File: src/mapper_cfg_pkg.sv
// Constants for the mapper global and arbiter register bank.
// Assumes one 100 MHz system clock; register indices are word addresses.
`default_nettype none

package mapper_cfg_pkg;

	// ************************************************************
	// Register indices (byte address on the bus is four times these)
	// ************************************************************
	localparam logic [11:0] CHIP_ID_LOW_IDX = 12'h000;
	localparam logic [11:0] CHIP_ID_HIGH_IDX = 12'h001;
	localparam logic [11:0] GLOBAL_CONTROL_IDX = 12'h002;
	localparam logic [11:0] BERT_LINK_SELECT_IDX = 12'h003;
	localparam logic [11:0] LINE_CLOCK_ACTIVITY_IDX = 12'h004;
	localparam logic [11:0] SYSTEM_CLOCK_ACTIVITY_IDX = 12'h005;
	localparam logic [11:0] LINE_IRQ_ENABLE_IDX = 12'h006;
	localparam logic [11:0] LINE_IRQ_STATUS_IDX = 12'h007;
	localparam logic [11:0] ETHERNET_IRQ_ENABLE_IDX = 12'h008;
	localparam logic [11:0] ETHERNET_IRQ_STATUS_IDX = 12'h009;
	localparam logic [11:0] QUEUE_IRQ_ENABLE_IDX = 12'h00a;
	localparam logic [11:0] QUEUE_IRQ_STATUS_IDX = 12'h00b;
	localparam logic [11:0] PATTERN_TEST_IRQ_ENABLE_IDX = 12'h00c;
	localparam logic [11:0] PATTERN_TEST_IRQ_STATUS_IDX = 12'h00d;
	localparam logic [11:0] PORT_CONNECTION_IDX = 12'h00e;
	localparam logic [11:0] QUEUE_POINTER_RESET_IDX = 12'h012;
	localparam logic [11:0] MEMORY_SELFTEST_ENABLE_IDX = 12'h020;
	localparam logic [11:0] MEMORY_SELFTEST_RESULT_IDX = 12'h021;
	localparam logic [11:0] LINE_MODE_IDX = 12'h0e2;
	localparam logic [11:0] STRAP_STATUS_IDX = 12'h0e3;
	localparam logic [11:0] MAC_MODE_IDX = 12'h152;
	localparam logic [11:0] TOP_IDX = 12'h8ff;
	localparam logic [11:0] UNUSED_LOW_IDX = 12'h180;
	localparam logic [11:0] UNUSED_HIGH_IDX = 12'h7ff;
	localparam int SECTION_SHIFT = 6;

	// ************************************************************
	// Queue sizing registers: rx size, tx size, tx high, tx low,
	// rx low, rx high
	// ************************************************************
	localparam int QUEUE_REGS = 6;
	localparam logic [11:0] QUEUE_IDX [QUEUE_REGS] = '{
		12'h040, 12'h041, 12'h0e0, 12'h0e1, 12'h150, 12'h151};
	localparam logic [7:0] QUEUE_SET_A [QUEUE_REGS] = '{
		8'h2c, 8'h14, 8'h0c, 8'h06, 8'h0f, 8'h1e};
	localparam logic [7:0] QUEUE_SET_B [QUEUE_REGS] = '{
		8'h28, 8'h18, 8'h0c, 8'h06, 8'h0c, 8'h18};
	localparam logic [1:0] SELECT_SET_B = 2'h2;
	localparam int UNIT_SHIFT = 5;
	localparam int COUNT_W = 13;
	localparam int SLOT_BYTES = 2048;

	// ************************************************************
	// Reset and hardware-mode values
	// ************************************************************
	localparam logic [7:0] RESET_VALUE = 8'h00;
	localparam logic PORT_CONNECTION_HW = 1'b1;

	// ************************************************************
	// Field positions
	// ************************************************************
	localparam int CTRL_RESET_BIT = 0;
	localparam int CTRL_IRQ_MASK_BIT = 1;
	localparam int CTRL_REFCLK_BIT = 2;
	localparam int LINE_LAPS_BIT = 0;
	localparam int LINE_SCRAMBLER_OFF_BIT = 1;
	localparam int LINE_BIT_REVERSE_BIT = 2;
	localparam int MAC_DUPLEX_BIT = 0;
	localparam int PORT_TX_BIT = 4;
	localparam int PORT_RX_BIT = 0;

endpackage : mapper_cfg_pkg

`default_nettype wire

File: src/mapper_global_config_regs.sv
// Global and arbiter register bank of the mapper with hardware-mode
// strap defaults, reached over an Avalon-MM slave with waitrequest.
// Assumes straps and event inputs are synchronous to CLK_SYS_IN.
`default_nettype none

module mapper_global_config_regs
	import mapper_cfg_pkg::*;
#(
	parameter logic [15:0] CHIP_ID = 16'h5a01 // Arbitrary value.
) (
	input wire logic CLK_SYS_IN,
	input wire logic RST_B_IN,
	input wire logic [11:0] AVS_ADDRESS_IN,
	input wire logic AVS_READ_IN,
	input wire logic AVS_WRITE_IN,
	input wire logic [31:0] AVS_WRITEDATA_IN,
	input wire logic [3:0] AVS_BYTEENABLE_IN,
	output logic [31:0] AVS_READDATA_OUT,
	output logic AVS_WAITREQUEST_OUT,
	input wire logic STRAP_CONFIG_ENABLE_IN,
	input wire logic [1:0] STRAP_DEFAULT_SELECT_IN,
	input wire logic REDUCED_MEDIA_IF_SELECT_IN,
	input wire logic LINE_ROLE_SELECT_IN,
	input wire logic DUPLEX_SELECT_IN,
	input wire logic LAPS_FRAMING_ENABLE_IN,
	input wire logic SCRAMBLER_DISABLE_IN,
	input wire logic BIT_ORDER_REVERSE_IN,
	input wire logic [7:0] LINE_CLOCK_ACTIVITY_IN,
	input wire logic [7:0] SYSTEM_CLOCK_ACTIVITY_IN,
	input wire logic [1:0] SELFTEST_RESULT_IN,
	input wire logic LINE_TX_EVENT_IN,
	input wire logic LINE_RX_EVENT_IN,
	input wire logic ETHERNET_EVENT_IN,
	input wire logic TX_QUEUE_EVENT_IN,
	input wire logic RX_QUEUE_EVENT_IN,
	input wire logic PATTERN_TEST_EVENT_IN,
	output logic IRQ_OUT,
	output logic HW_MODE_OUT,
	output logic SOFT_RESET_OUT,
	output logic REF_CLOCK_ENABLE_OUT,
	output logic BERT_LINK_OUT,
	output logic PORT_CONNECT_OUT,
	output logic [3:0] QUEUE_POINTER_RESET_OUT,
	output logic SELFTEST_ENABLE_OUT,
	output logic DUPLEX_SELECT_OUT,
	output logic LAPS_FRAMING_ENABLE_OUT,
	output logic SCRAMBLER_DISABLE_OUT,
	output logic BIT_ORDER_REVERSE_OUT,
	output logic [COUNT_W-1:0] RX_QUEUE_SIZE_OUT,
	output logic [COUNT_W-1:0] TX_QUEUE_SIZE_OUT,
	output logic [COUNT_W-1:0] TX_QUEUE_HIGH_OUT,
	output logic [COUNT_W-1:0] TX_QUEUE_LOW_OUT,
	output logic [COUNT_W-1:0] RX_QUEUE_LOW_OUT,
	output logic [COUNT_W-1:0] RX_QUEUE_HIGH_OUT
);

	// ************************************************************
	// Declarations
	// ************************************************************
	logic wait_r;
	logic accept;
	logic wr_acc;
	logic rd_acc;
	logic [7:0] wdata;
	logic [7:0] rd_nxt;
	logic [7:0] rd_r;
	logic load_r;
	logic [2:0] ctrl_r;
	logic [7:0] line_ie_r;
	logic [7:0] line_is_r;
	logic [7:0] eth_ie_r;
	logic [7:0] eth_is_r;
	logic [7:0] q_ie_r;
	logic [7:0] q_is_r;
	logic [7:0] pt_ie_r;
	logic [7:0] pt_is_r;
	logic [7:0] line_ev;
	logic [7:0] eth_ev;
	logic [7:0] q_ev;
	logic [7:0] pt_ev;
	logic [7:0] strap_status_r;
	logic [7:0] queue_r [QUEUE_REGS];
	logic [COUNT_W-1:0] count_r [QUEUE_REGS];
	logic [5:0] section;

	// Only byte lane 0 carries a register; other lanes read as zero.
	assign wdata = AVS_BYTEENABLE_IN[0] ? AVS_WRITEDATA_IN[7:0] : RESET_VALUE;
	assign accept = (AVS_READ_IN || AVS_WRITE_IN) && !wait_r;
	assign wr_acc = AVS_WRITE_IN && !wait_r;
	assign rd_acc = AVS_READ_IN && !wait_r;
	assign section = AVS_ADDRESS_IN[11:SECTION_SHIFT];

	assign line_ev = {3'h0, LINE_TX_EVENT_IN, 3'h0, LINE_RX_EVENT_IN};
	assign eth_ev = {7'h00, ETHERNET_EVENT_IN};
	assign q_ev = {3'h0, TX_QUEUE_EVENT_IN, 3'h0, RX_QUEUE_EVENT_IN};
	assign pt_ev = {7'h00, PATTERN_TEST_EVENT_IN};

	// ************************************************************
	// Section decode
	// ************************************************************
	// The space splits into 64-register sections. Section 0 is global,
	// 1 arbiter, 2 pattern test, 3 and 4 serial and 5 Ethernet.
	// No register lives from section 6 upward, so a read there
	// returns zero whatever the low address bits hold. The MAC is
	// reached only indirectly and has no section of its own.
	logic mapped;
	assign mapped = (section < 6'h06);

	// ************************************************************
	// Bus handshake
	// ************************************************************
	// A request is answered one cycle after it is seen; the access
	// takes effect on the edge where waitrequest is sampled low.
	always_ff @(posedge CLK_SYS_IN or negedge RST_B_IN) begin
		if (!RST_B_IN) begin
			wait_r <= 1'b1;
		end else if ((AVS_READ_IN || AVS_WRITE_IN) && wait_r) begin
			wait_r <= 1'b0;
		end else begin
			wait_r <= 1'b1;
		end
	end

	always_ff @(posedge CLK_SYS_IN or negedge RST_B_IN) begin
		if (!RST_B_IN) begin
			rd_r <= RESET_VALUE;
		end else if (AVS_READ_IN && wait_r) begin
			rd_r <= rd_nxt;
		end
	end

	assign AVS_READDATA_OUT = {24'h000000, rd_r};
	assign AVS_WAITREQUEST_OUT = wait_r;

	// ************************************************************
	// Read decode
	// ************************************************************
	always_comb begin
		rd_nxt = RESET_VALUE;
		// Unmapped space, the unused range and MAC space read zero.
		if (mapped && AVS_ADDRESS_IN <= TOP_IDX &&
			!(AVS_ADDRESS_IN >= UNUSED_LOW_IDX &&
			AVS_ADDRESS_IN <= UNUSED_HIGH_IDX)) begin
			unique case (AVS_ADDRESS_IN)
				CHIP_ID_LOW_IDX: rd_nxt = CHIP_ID[7:0];
				CHIP_ID_HIGH_IDX: rd_nxt = CHIP_ID[15:8];
				GLOBAL_CONTROL_IDX: rd_nxt = {5'h00, ctrl_r};
				BERT_LINK_SELECT_IDX: rd_nxt = {7'h00, BERT_LINK_OUT};
				LINE_CLOCK_ACTIVITY_IDX: rd_nxt = LINE_CLOCK_ACTIVITY_IN & 8'h11;
				SYSTEM_CLOCK_ACTIVITY_IDX: rd_nxt = SYSTEM_CLOCK_ACTIVITY_IN & 8'h03;
				LINE_IRQ_ENABLE_IDX: rd_nxt = line_ie_r;
				LINE_IRQ_STATUS_IDX: rd_nxt = line_is_r;
				ETHERNET_IRQ_ENABLE_IDX: rd_nxt = eth_ie_r;
				ETHERNET_IRQ_STATUS_IDX: rd_nxt = eth_is_r;
				QUEUE_IRQ_ENABLE_IDX: rd_nxt = q_ie_r;
				QUEUE_IRQ_STATUS_IDX: rd_nxt = q_is_r;
				PATTERN_TEST_IRQ_ENABLE_IDX: rd_nxt = pt_ie_r;
				PATTERN_TEST_IRQ_STATUS_IDX: rd_nxt = pt_is_r;
				PORT_CONNECTION_IDX: rd_nxt = {7'h00, PORT_CONNECT_OUT};
				QUEUE_POINTER_RESET_IDX: rd_nxt = {4'h0, QUEUE_POINTER_RESET_OUT};
				MEMORY_SELFTEST_ENABLE_IDX: rd_nxt = {7'h00, SELFTEST_ENABLE_OUT};
				MEMORY_SELFTEST_RESULT_IDX: rd_nxt = {6'h00, SELFTEST_RESULT_IN};
				LINE_MODE_IDX: rd_nxt = {5'h00, BIT_ORDER_REVERSE_OUT,
					SCRAMBLER_DISABLE_OUT, LAPS_FRAMING_ENABLE_OUT};
				STRAP_STATUS_IDX: rd_nxt = strap_status_r;
				MAC_MODE_IDX: rd_nxt = {7'h00, DUPLEX_SELECT_OUT};
				default: begin
					for (int i = 0; i < QUEUE_REGS; i++) begin
						if (AVS_ADDRESS_IN == QUEUE_IDX[i]) begin
							rd_nxt = queue_r[i];
						end
					end
				end
			endcase
		end
	end

	// ************************************************************
	// Strap capture and hardware-mode load
	// ************************************************************
	// Straps are caught on the first clock after reset release.
	// They are read once only, so a strap that moves later has no
	// effect until the next reset.
	always_ff @(posedge CLK_SYS_IN or negedge RST_B_IN) begin
		if (!RST_B_IN) begin
			load_r <= 1'b1;
		end else begin
			load_r <= 1'b0;
		end
	end

	always_ff @(posedge CLK_SYS_IN or negedge RST_B_IN) begin
		if (!RST_B_IN) begin
			HW_MODE_OUT <= 1'b0;
			strap_status_r <= RESET_VALUE;
		end else if (load_r) begin
			HW_MODE_OUT <= STRAP_CONFIG_ENABLE_IN;
			strap_status_r <= {3'h0, STRAP_DEFAULT_SELECT_IN, LINE_ROLE_SELECT_IN,
				REDUCED_MEDIA_IF_SELECT_IN, STRAP_CONFIG_ENABLE_IN};
		end
	end

	// ************************************************************
	// Global control registers
	// ************************************************************
	always_ff @(posedge CLK_SYS_IN or negedge RST_B_IN) begin
		if (!RST_B_IN) begin
			ctrl_r <= 3'h0;
			BERT_LINK_OUT <= 1'b0;
			QUEUE_POINTER_RESET_OUT <= 4'h0;
			SELFTEST_ENABLE_OUT <= 1'b0;
			line_ie_r <= RESET_VALUE;
			eth_ie_r <= RESET_VALUE;
			q_ie_r <= RESET_VALUE;
			pt_ie_r <= RESET_VALUE;
		end else if (wr_acc) begin
			unique case (AVS_ADDRESS_IN)
				GLOBAL_CONTROL_IDX: ctrl_r <= wdata[2:0];
				BERT_LINK_SELECT_IDX: BERT_LINK_OUT <= wdata[0];
				QUEUE_POINTER_RESET_IDX: QUEUE_POINTER_RESET_OUT <= wdata[3:0];
				MEMORY_SELFTEST_ENABLE_IDX: SELFTEST_ENABLE_OUT <= wdata[0];
				LINE_IRQ_ENABLE_IDX: line_ie_r <= wdata & 8'h11;
				ETHERNET_IRQ_ENABLE_IDX: eth_ie_r <= wdata & 8'h01;
				QUEUE_IRQ_ENABLE_IDX: q_ie_r <= wdata & 8'h11;
				PATTERN_TEST_IRQ_ENABLE_IDX: pt_ie_r <= wdata & 8'h01;
				default: begin
				end
			endcase
		end
	end

	assign SOFT_RESET_OUT = ctrl_r[CTRL_RESET_BIT];
	assign REF_CLOCK_ENABLE_OUT = ctrl_r[CTRL_REFCLK_BIT];

	// ************************************************************
	// Strap-controlled line and MAC modes
	// ************************************************************
	// In software mode these keep their reset value until written.
	// A write that lands in the load cycle is lost, since the strap
	// load takes priority there.
	always_ff @(posedge CLK_SYS_IN or negedge RST_B_IN) begin
		if (!RST_B_IN) begin
			PORT_CONNECT_OUT <= 1'b0;
			DUPLEX_SELECT_OUT <= 1'b0;
			LAPS_FRAMING_ENABLE_OUT <= 1'b0;
			SCRAMBLER_DISABLE_OUT <= 1'b0;
			BIT_ORDER_REVERSE_OUT <= 1'b0;
		end else if (load_r) begin
			if (STRAP_CONFIG_ENABLE_IN) begin
				PORT_CONNECT_OUT <= PORT_CONNECTION_HW;
				DUPLEX_SELECT_OUT <= DUPLEX_SELECT_IN;
				LAPS_FRAMING_ENABLE_OUT <= LAPS_FRAMING_ENABLE_IN;
				SCRAMBLER_DISABLE_OUT <= SCRAMBLER_DISABLE_IN;
				BIT_ORDER_REVERSE_OUT <= BIT_ORDER_REVERSE_IN;
			end
		end else if (wr_acc) begin
			unique case (AVS_ADDRESS_IN)
				PORT_CONNECTION_IDX: PORT_CONNECT_OUT <= wdata[0];
				MAC_MODE_IDX: DUPLEX_SELECT_OUT <= wdata[MAC_DUPLEX_BIT];
				LINE_MODE_IDX: begin
					LAPS_FRAMING_ENABLE_OUT <= wdata[LINE_LAPS_BIT];
					SCRAMBLER_DISABLE_OUT <= wdata[LINE_SCRAMBLER_OFF_BIT];
					BIT_ORDER_REVERSE_OUT <= wdata[LINE_BIT_REVERSE_BIT];
				end
				default: begin
				end
			endcase
		end
	end

	// ************************************************************
	// Queue sizing registers
	// ************************************************************
	// Selector 10 picks the second set; every other code the first.
	generate
		for (genvar g = 0; g < QUEUE_REGS; g++) begin : g_queue
			always_ff @(posedge CLK_SYS_IN or negedge RST_B_IN) begin
				if (!RST_B_IN) begin
					queue_r[g] <= RESET_VALUE;
				end else if (load_r) begin
					if (STRAP_CONFIG_ENABLE_IN) begin
						queue_r[g] <= (STRAP_DEFAULT_SELECT_IN == SELECT_SET_B) ?
							QUEUE_SET_B[g] : QUEUE_SET_A[g];
					end
				end else if (wr_acc && AVS_ADDRESS_IN == QUEUE_IDX[g]) begin
					queue_r[g] <= wdata;
				end
			end

			// Count is in packets; each packet is one SLOT_BYTES buffer slot.
			always_ff @(posedge CLK_SYS_IN or negedge RST_B_IN) begin
				if (!RST_B_IN) begin
					count_r[g] <= '0;
				end else begin
					count_r[g] <= {queue_r[g], 5'h00};
				end
			end
		end
	endgenerate

	assign RX_QUEUE_SIZE_OUT = count_r[0];
	assign TX_QUEUE_SIZE_OUT = count_r[1];
	assign TX_QUEUE_HIGH_OUT = count_r[2];
	assign TX_QUEUE_LOW_OUT = count_r[3];
	assign RX_QUEUE_LOW_OUT = count_r[4];
	assign RX_QUEUE_HIGH_OUT = count_r[5];

	// ************************************************************
	// Latched status and interrupt
	// ************************************************************
	// Only bits actually returned by the read are cleared, and a new
	// event in the clearing cycle sets the bit again.
	// An event that arrives between the read and its completion is
	// therefore never lost.
	always_ff @(posedge CLK_SYS_IN or negedge RST_B_IN) begin
		if (!RST_B_IN) begin
			line_is_r <= RESET_VALUE;
			eth_is_r <= RESET_VALUE;
			q_is_r <= RESET_VALUE;
			pt_is_r <= RESET_VALUE;
		end else begin
			line_is_r <= (line_is_r & ~((rd_acc &&
				AVS_ADDRESS_IN == LINE_IRQ_STATUS_IDX) ? rd_r : 8'h00)) | line_ev;
			eth_is_r <= (eth_is_r & ~((rd_acc &&
				AVS_ADDRESS_IN == ETHERNET_IRQ_STATUS_IDX) ? rd_r : 8'h00)) | eth_ev;
			q_is_r <= (q_is_r & ~((rd_acc &&
				AVS_ADDRESS_IN == QUEUE_IRQ_STATUS_IDX) ? rd_r : 8'h00)) | q_ev;
			pt_is_r <= (pt_is_r & ~((rd_acc &&
				AVS_ADDRESS_IN == PATTERN_TEST_IRQ_STATUS_IDX) ? rd_r : 8'h00)) | pt_ev;
		end
	end

	// The interrupt follows the status by one cycle; the mask bit in
	// global control silences it without touching the status.
	always_ff @(posedge CLK_SYS_IN or negedge RST_B_IN) begin
		if (!RST_B_IN) begin
			IRQ_OUT <= 1'b0;
		end else begin
			IRQ_OUT <= !ctrl_r[CTRL_IRQ_MASK_BIT] && (|(line_is_r & line_ie_r) ||
				|(eth_is_r & eth_ie_r) || |(q_is_r & q_ie_r) ||
				|(pt_is_r & pt_ie_r));
		end
	end

endmodule : mapper_global_config_regs

`default_nettype wire

File: config.mk
export PLATFORM = sky130hd
export DESIGN_NAME = mapper_global_config_regs
export DESIGN_NICKNAME = d
export VERILOG_FILES = /design/src/mapper_cfg_pkg.sv /design/src/mapper_global_config_regs.sv
export SDC_FILE = /design/constraint.sdc
export NUM_CORES = 1
export LEC_CHECK = 0
export ABC_AREA = 1
export BUFFER_PORTS_ARGS = -buffer_cell sky130_fd_sc_hd__buf_2
export CAP_MARGIN = 20
export CORE_MARGIN = 2
export CORE_UTILIZATION = 50
export DETAILED_ROUTE_END_ITERATION = 10
export PLACE_DENSITY = 0.8
export SETUP_SLACK_MARGIN = 0.15
export SLEW_MARGIN = 20
export SYNTH_ARGS = -nofsm -noshare
export SYNTH_HDL_FRONTEND = slang
export SYNTH_SLANG_ARGS = --single-unit
export TNS_END_PERCENT = 30
File: constraint.sdc
create_clock -name CLK_SYS_IN -period 2.8 [get_ports CLK_SYS_IN]
set_clock_uncertainty 0.1 [all_clocks]
set_input_delay 0.28 -clock CLK_SYS_IN [delete_from_list [all_inputs] [get_ports CLK_SYS_IN]]
set_output_delay 0.28 -clock CLK_SYS_IN [all_outputs]
set_load 0.01 [all_outputs]
## Word-level counts from Yosys, hierarchy flattened

Cells that the tools add are included.

- Order comparisons: 4
- Equality and inequality tests: 28
- Mux-type cells: 56
- Bitwise gates (word level): 16
- Reductions and logical operators: 57

Operators by type and width:

| operator | number |
|---|---|
| 2-to-1 mux 8 bit | 30 |
| case mux 8 bit (21 select lines) | 1 |
| equality test 12 x 4 -> 1 bit (second input constant) | 7 |
| equality test 12 x 3 -> 1 bit (second input constant) | 4 |
| equality test 12 x 8 -> 1 bit (second input constant) | 4 |
| equality test 12 x 9 -> 1 bit (second input constant) | 3 |
| bitwise AND 8 bit | 4 |
| NOT 8 bit | 4 |
| OR reduction 8 bit | 4 |
| AND reduction 2 bit | 14 |
| equality test 12 x 2 -> 1 bit (second input constant) | 2 |
| equality test 12 x 6 -> 1 bit (second input constant) | 2 |
| equality test 12 x 7 -> 1 bit (second input constant) | 2 |
| 2-to-1 mux 1 bit | 21 |
| nonzero test 2 bit | 10 |
| logical AND 1 bit | 18 |
| bitwise AND 8 x 1 -> 8 bit | 2 |
| bitwise AND 8 x 5 -> 8 bit | 2 |
| OR 8 x 1 -> 8 bit | 2 |
| OR 8 x 5 -> 8 bit | 2 |
| equality test 12 x 1 -> 1 bit (second input constant) | 1 |
| equality test 12 x 5 -> 1 bit (second input constant) | 1 |
| greater-or-equal comparator 12 x 9 -> 1 bit (second input constant) | 1 |
| <= comparator 12 x 11 -> 1 bit (second input constant) | 1 |
| other kinds (11) | 19 |

- Register bits after elaboration: 165
- Bits of input ports: 85
- Output and inout bits: 126
- Logic and storage cells: 196

## Longest topological paths before layout

Gate-level depths: netlist of the first run.

- Depth after elaboration: 9
- Mapped depth: 14
- Mapped depth without buffers: 14

## Worst setup path after synthesis of the first run

OpenSTA, ideal clock, no wires.

- Path type: register to register
- Start: register wait_r, in the netlist AVS_WAITREQUEST_OUT
- End: register queue_r[29] (netlist name)
- Setup time: 0.125 ns
- Arrival: 1.627 ns
- Data required time: 2.575 ns
- Setup slack: 0.949 ns
- Cell stages (with the launch flop): 8
- Buffers on the path: 1
- Clock period less this slack: 1.851 ns
- Cells stage by stage: dfstp_2 -> nor2_2 -> inv_2 -> nor2_1 -> inv_2 -> o21ai_2 -> buf_4 -> mux2_2

- Word-level cells in the longest chain between the ends: 5

RTL lines:

| element | RTL line | RTL |
|---|---|---|
| start, declared | mapper_global_config_regs.sv:60 | `logic wait_r;` |
| start signal, assigned | mapper_global_config_regs.sv:116 | `wait_r <= 1'b1;` |
| start signal, assigned | mapper_global_config_regs.sv:118 | `wait_r <= 1'b0;` |
| start signal, assigned | mapper_global_config_regs.sv:120 | `wait_r <= 1'b1;` |
| logical NOT 1 bit | mapper_global_config_regs.sv:89 | `assign wr_acc = AVS_WRITE_IN && !wait_r;` |
| logical AND 1 bit | mapper_global_config_regs.sv:89 |  |
| logical AND 1 bit | mapper_global_config_regs.sv:285 | `end else if (wr_acc && AVS_ADDRESS_IN == QUEUE_IDX[g]) begin` |
| nonzero test 2 bit (no line) | - |  |
| AND reduction 2 bit (no line) | - |  |
| end signal, assigned by index | mapper_global_config_regs.sv:282 | `queue_r[g] <= (STRAP_DEFAULT_SELECT_IN == SELECT_SET_B) ?` |
| end signal, assigned by index | mapper_global_config_regs.sv:286 | `queue_r[g] <= wdata;` |
| end, declared | mapper_global_config_regs.sv:82 | `logic [7:0] queue_r [QUEUE_REGS];` |

No other way between the ends.
A chain may end at the register's enable or synchronous reset.

## Worst setup path after layout of the first run

- Start: input AVS_WRITE_IN
- End: register queue_r[27] (netlist name)

- Word-level cells in the longest chain between the ends: 4

RTL lines:

| element | RTL line | RTL |
|---|---|---|
| start, declared | mapper_global_config_regs.sv:15 | `input wire logic AVS_WRITE_IN,` |
| logical AND 1 bit | mapper_global_config_regs.sv:89 |  |
| logical AND 1 bit | mapper_global_config_regs.sv:285 |  |
| nonzero test 2 bit (no line) | - |  |
| AND reduction 2 bit (no line) | - |  |

No other way between the ends.

==> results of run 1 <==
## through the flow
| step | std cells | power (mW) |
|---|---|---|
| finish | 1312 | 5.50 |
| global route | 1312 | 5.68 |
| CTS | 1312 | 5.50 |
| detailed placement | 1269 | 3.19 |
| global placement | 1269 | 3.18 |
| floorplan | 998 | 2.97 |
## flip-flops by register name, summed over array words and instances, names as in the netlist, 2 cells and up
register	count
RX_QUEUE_LOW_OUT	8
RX_QUEUE_SIZE_OUT	8
TX_QUEUE_LOW_OUT	8
TX_QUEUE_SIZE_OUT	8
eth_is_r	8
line_is_r	8
QUEUE_POINTER_RESET_OUT	4
q_ie_r	2
strap_status_r	5
queue_r	48
ctrl_r	3
q_is_r	8
RX_QUEUE_HIGH_OUT	8
pt_is_r	8
rd_r	8
TX_QUEUE_HIGH_OUT	8
line_ie_r	2
## worst paths after layout
path / endpoint / slack (ps)
min reg2reg: TX_QUEUE_HIGH_OUT[5] / 280
max: queue_r[27] / 350
min in group asynchronous: TX_QUEUE_SIZE_OUT[10] / 150
max reg2reg: queue_r[27] / 500
max in group asynchronous: q_ie_r[0] / 1640
min: strap_status_r[4] / -0.5
## layout make-up
type / count / area (um^2)
clock buffers: 19 / 433
clock inverters: 12 / 145
fillers: 1340 / 6050
inverters: 101 / 379
multi-input cells: 662 / 3110
flip-flops and latches: 164 / 4110
well taps: 211 / 264
repair buffers: 143 / 830
## metal layers
layer | part of all wire, % | vias to the layer above
met2 | 45 | 419
met1 | 41 | 3315
met3 | 10 | 74
met5 | 0 | -
met4 | 3.7 | 0
li1 | - | 3207
## cells in the mapped netlist, drive strengths merged
master / instances
inv: 101
mux2: 17
a211oi: 1
conb: 1
dfrtp: 162
nor2b: 1
a22o: 1
clkbuf: 4
o31ai: 1
o21ai: 63
nand2: 233
nor3: 5
nand4: 16
buf: 67
o21a: 1
a31oi: 5
nor2: 129
a221oi: 1
o21bai: 3
nand3b: 4
dfstp: 2
a21oi: 31
nand3: 95
## cell families after synthesis
group	after synthesis	synth area share, %
AO/OA/AOI/OAI	107	7.23
buffers and inverters	172	11.4
flip-flops	164	51.9
multiplexers	17	2.42
other	1	0.0474
AND/OR/NAND/NOR	483	27.0
## power by group
part	switching [mW]	total (mW)	internal (mW)
clock network	1.01	2.33	1.33
logic	0.348	0.525	0.177
registers	0.112	2.64	2.53
## worst max-delay path, delay by kind of cell
kind / cells / cell delay (ps)
simple gates: 3 / 580
compound gates: 2 / 590
buf+inv: 6 / 1250
## timing repair
item,4_1_cts,5_1_grt
gates resized for setup,0,0
endpoints found under the hold margin,122,0
buffers inserted,0,0
endpoints found under the setup margin,0,0
hold buffers,12,0
==> key figures, run 1 <==
STA
  • Final Setup Violations: 0
  • Fin Hold WS: -0.473 ps
  • Final Hold Vio Count: 1
  • Setup slack after layout: 352 ps
  • Worst slew pin tran: between 600 and 700 ps
  • Fin crit share: 87.4%
  • RSZ-0062 raised after global routing: no
  • Min Tclk post-route: 2450 ps
  • Slew HR: 57.2%
  • Setup TNS: 0 ps
  • Final Max Slew Viols: 0
  • F_max: between 0.4 and 0.5 GHz

Placed design
  • Post-DP Area: about 8600 um^2
  • Dpl ws: roughly 400 ps
  • RePlAce Congestion: approximately 0.95
  • Number of buffers added on ports: 117
  • HPWL after DPL: about 16000 um

Global route
  • GR Layer Usage met2: about two fifths
  • Tot GR Track Use: a little over a quarter
  • Vias in the first global route: about 6.4k
  • GR peak layer: met2
  • Grt total ovfl: 0
  • Largest net degree at the start of global routing: 103
  • First-pass GRT wire length: 34100 um
  • Met1 Use GR: between 30% and 40%
  • Initial antenna violation count: 0
  • GR Layer Usage met3: under 10%

Floorplanning
  • Initial Util: 51.7%
  • Core Area: about 15000 um^2
  • Die Ht: roughly 130 um
  • Die W: approximately 130 um
  • Row cnt: 45
  • DIE AREA: ~17000 um^2
  • I/O pin cnt: approximately 210

Synthesis
  • Syn Std Cell Area: 7910 um^2
  • Synthesized netlist cell count: about 940
  • Mean Syn Cell Area: approximately 8.4 um^2
  • Register area share after synthesis: between 50% and 60%
  • #FFs+latches synth: between 150 and 200
  • Post-synth cell types: 35
  • Yosys top cell by area: dfrtp_1
  • Synth warnings: 0
  • Synth top area share: ~51%
  • Top cells by area, synth: dfrtp_1 (51%), nand2_1 (11%), nand3_1 (5.9%)

Drt
  • Iter 0 DRT Violations: 1015
  • Via count: ~7.0k
  • Antenna-violating nets left: 0
  • Vias per cell: about 5.3
  • Final WL: ~22000 um
  • Initial DRT Pass Iterations: 6
  • DR WL/cell: approximately 17 um
  • DRC viols: 0

Critical path
  • Crit Path Category: in -> reg
  • Setup crit start: AVS_WRITE_IN
  • Crit path arrival time: 2700 ps
  • Crit path cell chain: dlygate4sd3_1, buf_2, inv_1, nor2_2, inv_2, nor2_1, inv_2, o21ai_2, buf_4, nor2_1, a21oi_1
  • Critical Path Fanout Max: 7
  • R2r startpoint: AVS_WAITREQUEST_OUT
  • Max incr delay on CP: 530 ps
  • Reg2Reg Depth: 8
  • Worst Setup Start Kind: input pin
  • Crit-path slowest cell: dlygate4sd3_1
  • Crit path capture type: register
  • Required time worst endpoint: approximately 3100 ps

Run
  • Max-cap violations: 0

Power and ir drop
  • Leakage power: 4.99 nW
  • VDD IR-drop max: approximately 0.00050 V
  • PwrDens: about 590 nW/um^2

Clocking
  • Clock Sinks: about 160
  • H-Tree Depth: 4
  • Num CTS Buffers: 17
  • Clk_lat worst skew: roughly 440 ps
  • Root Buffer Master: clkbuf_16
  • CTS tree: yes
  • Worst-path clk slew: around 60 ps
  • Max Buffers Root-to-Sink: 2

Min path
  • Min-delay src: STRAP_DEFAULT_SELECT_IN[1]
  • Hold Path Depth: 3
  • Worst hold path class: in -> reg

Final layout
  • Layout cell share with drive strength beyond 1: 19.3%
  • Most common cell after layout, fill and taps aside: nand2_1
  • Layout Utilization: approximately three fifths
  • Commonest cells after routing, fill and taps aside: nand2_1 (229), dfrtp_1 (162), buf_2 (116)
  • Finished Cell Area: 9260 um^2
  • Area Growth Syn to Fin: 17.0%
  • Nets: between 1k and 1.5k
  • N_diodes: 0

Run status
  • Outcome: complete, but fails checks
  • Violated checks: negative hold slack
Power figures use the tool's default switching activity.
==> inputs of run 2 (changes only) <==
--- a/config.mk
+++ b/config.mk
@@ -5,13 +5,12 @@
 export SDC_FILE = /design/constraint.sdc
 export NUM_CORES = 1
 export LEC_CHECK = 0
-export ABC_AREA = 1
 export BUFFER_PORTS_ARGS = -buffer_cell sky130_fd_sc_hd__buf_2
 export CAP_MARGIN = 20
 export CORE_MARGIN = 2
 export CORE_UTILIZATION = 50
 export DETAILED_ROUTE_END_ITERATION = 10
-export PLACE_DENSITY = 0.8
+export PLACE_DENSITY = 0.81
 export SETUP_SLACK_MARGIN = 0.15
 export SLEW_MARGIN = 20
 export SYNTH_ARGS = -nofsm -noshare
==> key figures, run 2 <==
Run status
  • Outcome: finished, final reports clean

Drt
  • Final WL: 21300 um (-3.5%)
  • Antenna-violating nets left: 0 (unchanged)
  • DR WL/cell: 20.5 um (+22%)
  • Initial DRT Pass Iterations: 6 (unchanged)
  • Iter 0 DRT Violations: 612 (-40%)
  • Via count: 6112 (-13%)
  • Vias per cell: 5.87 (+9.8%)
  • DRC viols: 0 (unchanged)

Synthesis
  • Synth top cells by count: dfrtp_1 (162), nand2_1 (98), o21ai_0 (69)
  • Syn Std Cell Area: 7530 um^2 (-4.8%)
  • Top-count cell post-synth: dfrtp_1
  • Main combinational cell family by area after synthesis: compound AO/OA/AOI/OAI gates
  • Xor and xnor area share after synthesis: 0.116% (+0.12 points)
  • Synth top area share: 53.8% (+2.6 points)
  • Top cells by area, synth: dfrtp_1 (54%), buf_4 (5.4%), nand2_1 (4.9%)
  • Compound-Gate Fraction of Synth Area: 16.5% (+9.3 points)
  • Synth warnings: 0 (unchanged)
  • Post-synthesis simple-gate area fraction: 15.3% (-12 points)
  • Synthesized netlist cell count: 706 (-25%)
  • Async SR Flop Fraction: 100% (unchanged)
  • Mean Syn Cell Area: 10.7 um^2 (+27%)
  • Mux cell area share after synthesis: 5.45% (+3.0 points)
  • Yosys top cell by area: dfrtp_1
  • Register area share after synthesis: 54.5% (+2.6 points)
  • #FFs+latches synth: 164 (unchanged)
  • Post-synth EDFFs: 0 (unchanged)
  • Top FF cell, synth: dfrtp_1
  • Post-synth cell types: 70 (+100%)
  • Post-Synth Adder-Cell Area: 0% (unchanged)

Critical path
  • Crit Path Category: in -> reg
  • Crit path capture type: register
  • Critical Path Fanout Max: 13 (+6)
  • Worst Setup Start Kind: input pin
  • Crit path arrival time: 2710 ps (about the same)
  • Required time worst endpoint: 3020 ps (-40 ps)

Floorplanning
  • DIE AREA: 16100 um^2 (-4.7%)
  • Die Ht: 127 um (-2.4%)
  • Die W: 127 um (-2.4%)
  • I/O pin cnt: 211 (unchanged)
  • Initial Util: 51.4% (-0.24 points)
  • Row cnt: 44 (-2.2%)
  • Core Area: 14600 um^2 (-4.4%)

Power and ir drop
  • Leakage power: 4.11 nW (-18%)
  • VDD IR-drop max: 0.000439 V (-13%)
  • PwrDens: 606 nW/um^2 (+2.0%)

Final layout
  • Final Non-Filler Cells: 1041 (-21%)
  • Fillers: 1216 (-9.3%)
  • Layout cell share with drive strength beyond 1: 24.2% (+4.8 points)
  • Largest register FFs: 48 (unchanged)
  • Most common cell after layout, fill and taps aside: dfrtp_1
  • Area Growth Syn to Fin: 17.8%
  • N_diodes: 0 (unchanged)
  • Top reg by flops: queue_r
  • Nets: 929 (-21%)
  • Commonest cells after routing, fill and taps aside: dfrtp_1 (162), buf_2 (116), nand2_1 (98)

Global route
  • First-pass GRT wire length: 33200 um (-2.6%)
  • Tot GR Track Use: 27.2% (+0.41 points)
  • Grt total ovfl: 0 (unchanged)
  • Largest net degree at the start of global routing: 66 (-36%)
  • Vias in the first global route: 5859 (-8.4%)
  • Initial antenna violation count: 0 (unchanged)

Placed design
  • RePlAce Congestion: 0.997 (+5.2%)
  • Dpl ws: 308 ps (-81.5 ps)
  • Post-placement cell count: 997 (-21%)
  • HPWL after DPL: 15400 um (-3.5%)
  • Number of buffers added on ports: 117 (unchanged)

STA
  • Min Tclk post-route: 2480 ps (+36.4 ps)
  • Fin crit share: 88.7% (+1.3 points)
  • Slew HR: 33.8% (-23 points)
  • Final Hold Vio Count: 0 (-1)
  • Final Setup Violations: 0 (unchanged)
  • Final Max Slew Viols: 0 (unchanged)
  • F_max: 0.403 GHz (-1.5%)
  • Worst slew pin tran: 994 ps (+356 ps)
  • RSZ-0062 raised after global routing: no
  • Setup slack after layout: 316 ps (-36.4 ps)
  • Fin Hold WS: 21.3 ps (+21.8 ps)
  • Setup TNS: 0 ps (unchanged)

Clocking
  • Worst-path clk slew: 70 ps (about the same)
  • Clock Sinks: 164 (unchanged)
  • H-Tree Depth: 4 (unchanged)
  • Max Buffers Root-to-Sink: 2 (unchanged)
  • Root Buffer Master: clkbuf_16
  • Num CTS Buffers: 17 (unchanged)
  • Clk_lat worst skew: 440 ps (about the same)
  • CTS tree: yes
  • Post-CTS Setup Bufs: 0 (unchanged)

Run
  • Max-cap violations: 0 (unchanged)

Min path
  • Worst hold path class: in -> reg
-- run 2: area by class of cell --
| cell class | count | area [um^2] | share of cell area (%) |
|---|---|---|---|
| Multi-Input combinational cell | 502 | 3030 | 34.2 |
| Clock buffer | 19 | 433 | 4.88 |
| Sequential cell | 164 | 4110 | 46.3 |
| Inverter | 7 | 26.3 | 0.296 |
| Tap cell | 184 | 230 | 2.59 |
| Clock inverter | 13 | 150 | 1.69 |
| Timing Repair Buffer | 152 | 897 | 10.1 |
-- run 2: worst paths after layout --
kind / startpoint / endpoint / slack (ps) / depth (start not counted)
min reg2reg: queue_r[30] / TX_QUEUE_HIGH_OUT[11] / 310 / 0
min: STRAP_CONFIG_ENABLE_IN / strap_status_r[0] / 20 / 3
max in group asynchronous: RST_B_IN / TX_QUEUE_SIZE_OUT[8] / 1480 / 3
max: AVS_WRITE_IN / queue_r[35] / 320 / 7
max reg2reg: AVS_WAITREQUEST_OUT / queue_r[35] / 370 / 5
min in group asynchronous: RST_B_IN / pt_is_r[1] / 310 / 2
-- run 2: critical path, stage by stage --
cell and delay (ps):
dlygate4sd3_1 550, buf_2 130, nor2b_1 200, nand2b_1 240
nor4_4 80, a21oi_1 800, mux2_2 410
-- run 2: repair_timing --
| action | 4_1_cts | 5_1_grt |
|---|---|---|
| hold buffers | 12 | 0 |
| gates resized for setup | 0 | 0 |
| endpoints found under the setup margin | 0 | 0 |
| endpoints found under the hold margin | 71 | 0 |
-- run 2: where the power goes --
group          internal [mW]  switching [mW]  total (mW)  leakage [nW]
logic                  0.169           0.335       0.504          1.78
registers               2.48          0.0692        2.55          2.05
clock network           1.33           0.997        2.33         0.279
-- run 2: kinds of logic after synthesis --
group           count (synthesis)
simple gates                  215
compound gates                194
flops                         164
buf+inv                        94
mux                            37
xor+xnor                        1
other cells                     1
-- run 2: metal layers --
layer / track usage, % / routed length (um) / vias to the layer above
met2: 41.4 / 9890 / 353
met5: 0 / 0 / -
met1: 38.4 / 8820 / 3002
li1: - / - / 2706
met3: 7.30 / 2070 / 51
met4: 9.05 / 548 / 0
-- run 2: metrics by stage --
step           total power [mW]  instance area (um^2)  util (%)
2_1_floorplan              2.89                  7730         -
3_3_place_gp               3.06                  8170      55.8
3_5_place_dp               3.07                  8170      55.8
4_1_cts                    5.38                  8870      60.6
5_1_grt                    5.55                  8870      60.6
6_report                   5.38                  8870      60.6
==> inputs of run 3 (changes only) <==
--- a/config.mk
+++ b/config.mk
@@ -5,12 +5,15 @@
 export SDC_FILE = /design/constraint.sdc
 export NUM_CORES = 1
 export LEC_CHECK = 0
+export ABC_AREA = 1
 export BUFFER_PORTS_ARGS = -buffer_cell sky130_fd_sc_hd__buf_2
 export CAP_MARGIN = 20
+export CORE_ASPECT_RATIO = 1.1
 export CORE_MARGIN = 2
 export CORE_UTILIZATION = 50
+export CTS_BUF_LIST = sky130_fd_sc_hd__clkbuf_8 sky130_fd_sc_hd__clkbuf_16
 export DETAILED_ROUTE_END_ITERATION = 10
-export PLACE_DENSITY = 0.81
+export PLACE_DENSITY = 0.8
 export SETUP_SLACK_MARGIN = 0.15
 export SLEW_MARGIN = 20
 export SYNTH_ARGS = -nofsm -noshare
==> key figures, run 3 (synthesized netlist as in run 1, its figures left out) <==
STA
  • Final Max Slew Viols: 0 (unchanged)
  • Fin Hold WS: 54.1 ps (+32.8 ps)
  • Final Setup Violations: 0 (unchanged)
  • Slew HR: 54.8% (+21 points)
  • Fin crit share: 86.1% (-2.6 points)
  • RSZ-0062 raised after global routing: no
  • Setup TNS: 0 ps (unchanged)
  • Min Tclk post-route: 2410 ps (-73.1 ps)
  • Setup slack after layout: 389 ps (+73.1 ps)
  • Worst slew pin tran: 678 ps (-316 ps)
  • F_max: 0.415 GHz (+3.0%)
  • Final Hold Vio Count: 0 (unchanged)

Global route
  • Largest net degree at the start of global routing: 63 (-4.5%)
  • Initial antenna violation count: 0 (unchanged)
  • Grt total ovfl: 0 (unchanged)
  • Tot GR Track Use: 27.5% (+0.28 points)
  • First-pass GRT wire length: 34500 um (+3.8%)
  • Vias in the first global route: 6454 (+10%)

Min path
  • Hold Path Depth: 3 (unchanged)
  • Min-delay src: AVS_WRITEDATA_IN[5]
  • WHS Endpoint: queue_r[45]
  • Worst hold path class: in -> reg

Placed design
  • HPWL after DPL: 16300 um (+5.9%)
  • RePlAce Congestion: 0.956 (-4.1%)
  • Number of buffers added on ports: 117 (unchanged)
  • Post-DP Area: 8530 um^2 (+4.4%)
  • Dpl ws: 354 ps (+46.7 ps)
  • Post-placement cell count: 1255 (+26%)

Critical path
  • Reg2Reg Depth: 6 (+1)
  • Required time worst endpoint: 3020 ps (about the same)
  • Worst R2R End: queue_r[14]
  • Worst Setup Start Kind: input pin
  • Max incr delay on CP: 560 ps (-240 ps)
  • Buf/Inv on CP: 5 (+3)
  • Crit path arrival time: 2630 ps (-80 ps)
  • R2r startpoint: AVS_WAITREQUEST_OUT
  • Most common cell on crit path: inv_2
  • Crit path cell chain: dlygate4sd3_1, buf_2, inv_1, nor2_2, inv_2, nor2_1, inv_2, o21ai_2, mux2_2
  • Reg2reg setup slack: 550 ps (+180 ps)
  • Top delay family on crit path: buffers and inverters
  • Crit Path Category: in -> reg
  • Crit-path slowest cell: o21ai_2
  • Crit path capture type: register
  • Critical Path Fanout Max: 15 (+2)

Final layout
  • Area Growth Syn to Fin: 16.9%
  • Commonest cells after routing, fill and taps aside: nand2_1 (229), dfrtp_1 (162), buf_2 (116)
  • Top reg by flops: queue_r
  • Largest register FFs: 48 (unchanged)
  • Layout Utilization: 59.2% (-1.3 points)
  • Nets: 1172 (+26%)
  • N_diodes: 0 (unchanged)
  • Fillers: 1367 (+12%)
  • Final Non-Filler Cells: 1300 (+25%)
  • Most common cell after layout, fill and taps aside: nand2_1
  • Layout cell share with drive strength beyond 1: 19.4% (-4.8 points)
  • Finished Cell Area: 9250 um^2 (+4.3%)

Drt
  • Via count: 6967 (+14%)
  • Antenna-violating nets left: 0 (unchanged)
  • DR WL/cell: 17.2 um (-16%)
  • Vias per cell: 5.36 (-8.7%)
  • Final WL: 22300 um (+4.7%)
  • Initial DRT Pass Iterations: 6 (unchanged)
  • Iter 0 DRT Violations: 749 (+22%)
  • DRC viols: 0 (unchanged)

Clocking
  • Max Buffers Root-to-Sink: 2 (unchanged)
  • Clock Sinks: 164 (unchanged)
  • Worst-path clk slew: 70 ps (about the same)
  • CTS resizes: 0 (unchanged)
  • Clk_lat worst skew: 430 ps (about the same)
  • Root Buffer Master: clkbuf_16
  • H-Tree Depth: 4 (unchanged)
  • Post-CTS Setup Bufs: 0 (unchanged)
  • CTS Hold Bufs: 13 (+1)
  • Num CTS Buffers: 17 (unchanged)
  • CTS tree: yes

Floorplanning
  • DIE AREA: 16900 um^2 (+4.9%)
  • Initial Util: 50.7% (-0.75 points)
  • I/O pin cnt: 211 (unchanged)
  • Core Area: 15600 um^2 (+6.6%)
  • Row cnt: 48 (+9.1%)
  • Die W: 124 um (-2.2%)
  • Die Ht: 136 um (+7.3%)

Run status
  • Outcome: finished, final reports clean

Run
  • Max-cap violations: 0 (unchanged)

Power and ir drop
  • Logic pwr share: 9.6% (+0.2 points)
  • Int Pwr: 4.01 mW (+0.85%)
  • Clk pwr share: 42.5% (-0.8 points)
  • PwrDens: 595 nW/um^2 (-1.9%)
  • Overall Power: 5.50 mW (+2.3%)
  • Net switching power: 1.49 mW (+6.3%)
  • Sw Share: 27.1% (+1.0 points)
  • Leakage power: 4.98 nW (+21%)
  • Seq pwr share: 47.9% (+0.5 points)
  • VDD IR-drop max: 0.000440 V (+0.10%)
-- run 3: cell count changes in the layout (fill, tap and decap cells not counted), sizes merged, moves of 23 or more --
cell	delta
inv	+95
nand3	+81
nor2	+108
a21boi	-26
nand2	+135
mux2i	-23
-- run 3: metal layers --
layer	track usage, %	wire length, um
met3	5.75	2040
met2	42.7	10600
met5	0	0
met1	36.6	8710
met4	13.9	998
-- run 3: power by group through the flow --
stage	clock [mW]	sequential, mW	combinational (mW)
final	2.34	2.64	0.527
after global routing	2.44	2.65	0.587
after CTS	2.35	2.64	0.526
after detailed placement	0	2.68	0.507
after global placement	0	2.67	0.498
after floorplan	0	2.69	0.282
-- run 3: worst register-to-register path: cells and delay by family (launching register included) --
family | cells | cell delay, ps
buf+inv | 2 | 250
simple gates | 2 | 440
flops | 1 | 390
mux | 1 | 410
compound gates | 1 | 560
-- run 3: layout make-up --
cell class / count / area, um^2 / share of cell area [%]
well taps: 200 / 250 / 2.70
multi-input cells: 662 / 3110 / 33.6
repair buffers: 141 / 817 / 8.83
clock buffers: 19 / 453 / 4.90
flip-flops and latches: 164 / 4110 / 44.4
inverters: 101 / 379 / 4.10
clock inverters: 13 / 140 / 1.51
-- run 3: worst max path at each step --
stage                  endpoint                start  cells past startpoint
floorplan           queue_r[29]  AVS_WAITREQUEST_OUT                      7
global placement    queue_r[29]    AVS_ADDRESS_IN[8]                      7
detailed placement  queue_r[29]    AVS_ADDRESS_IN[8]                      7
CTS                 queue_r[14]         AVS_WRITE_IN                      9
global route        queue_r[14]         AVS_WRITE_IN                      9
finish              queue_r[14]         AVS_WRITE_IN                      9
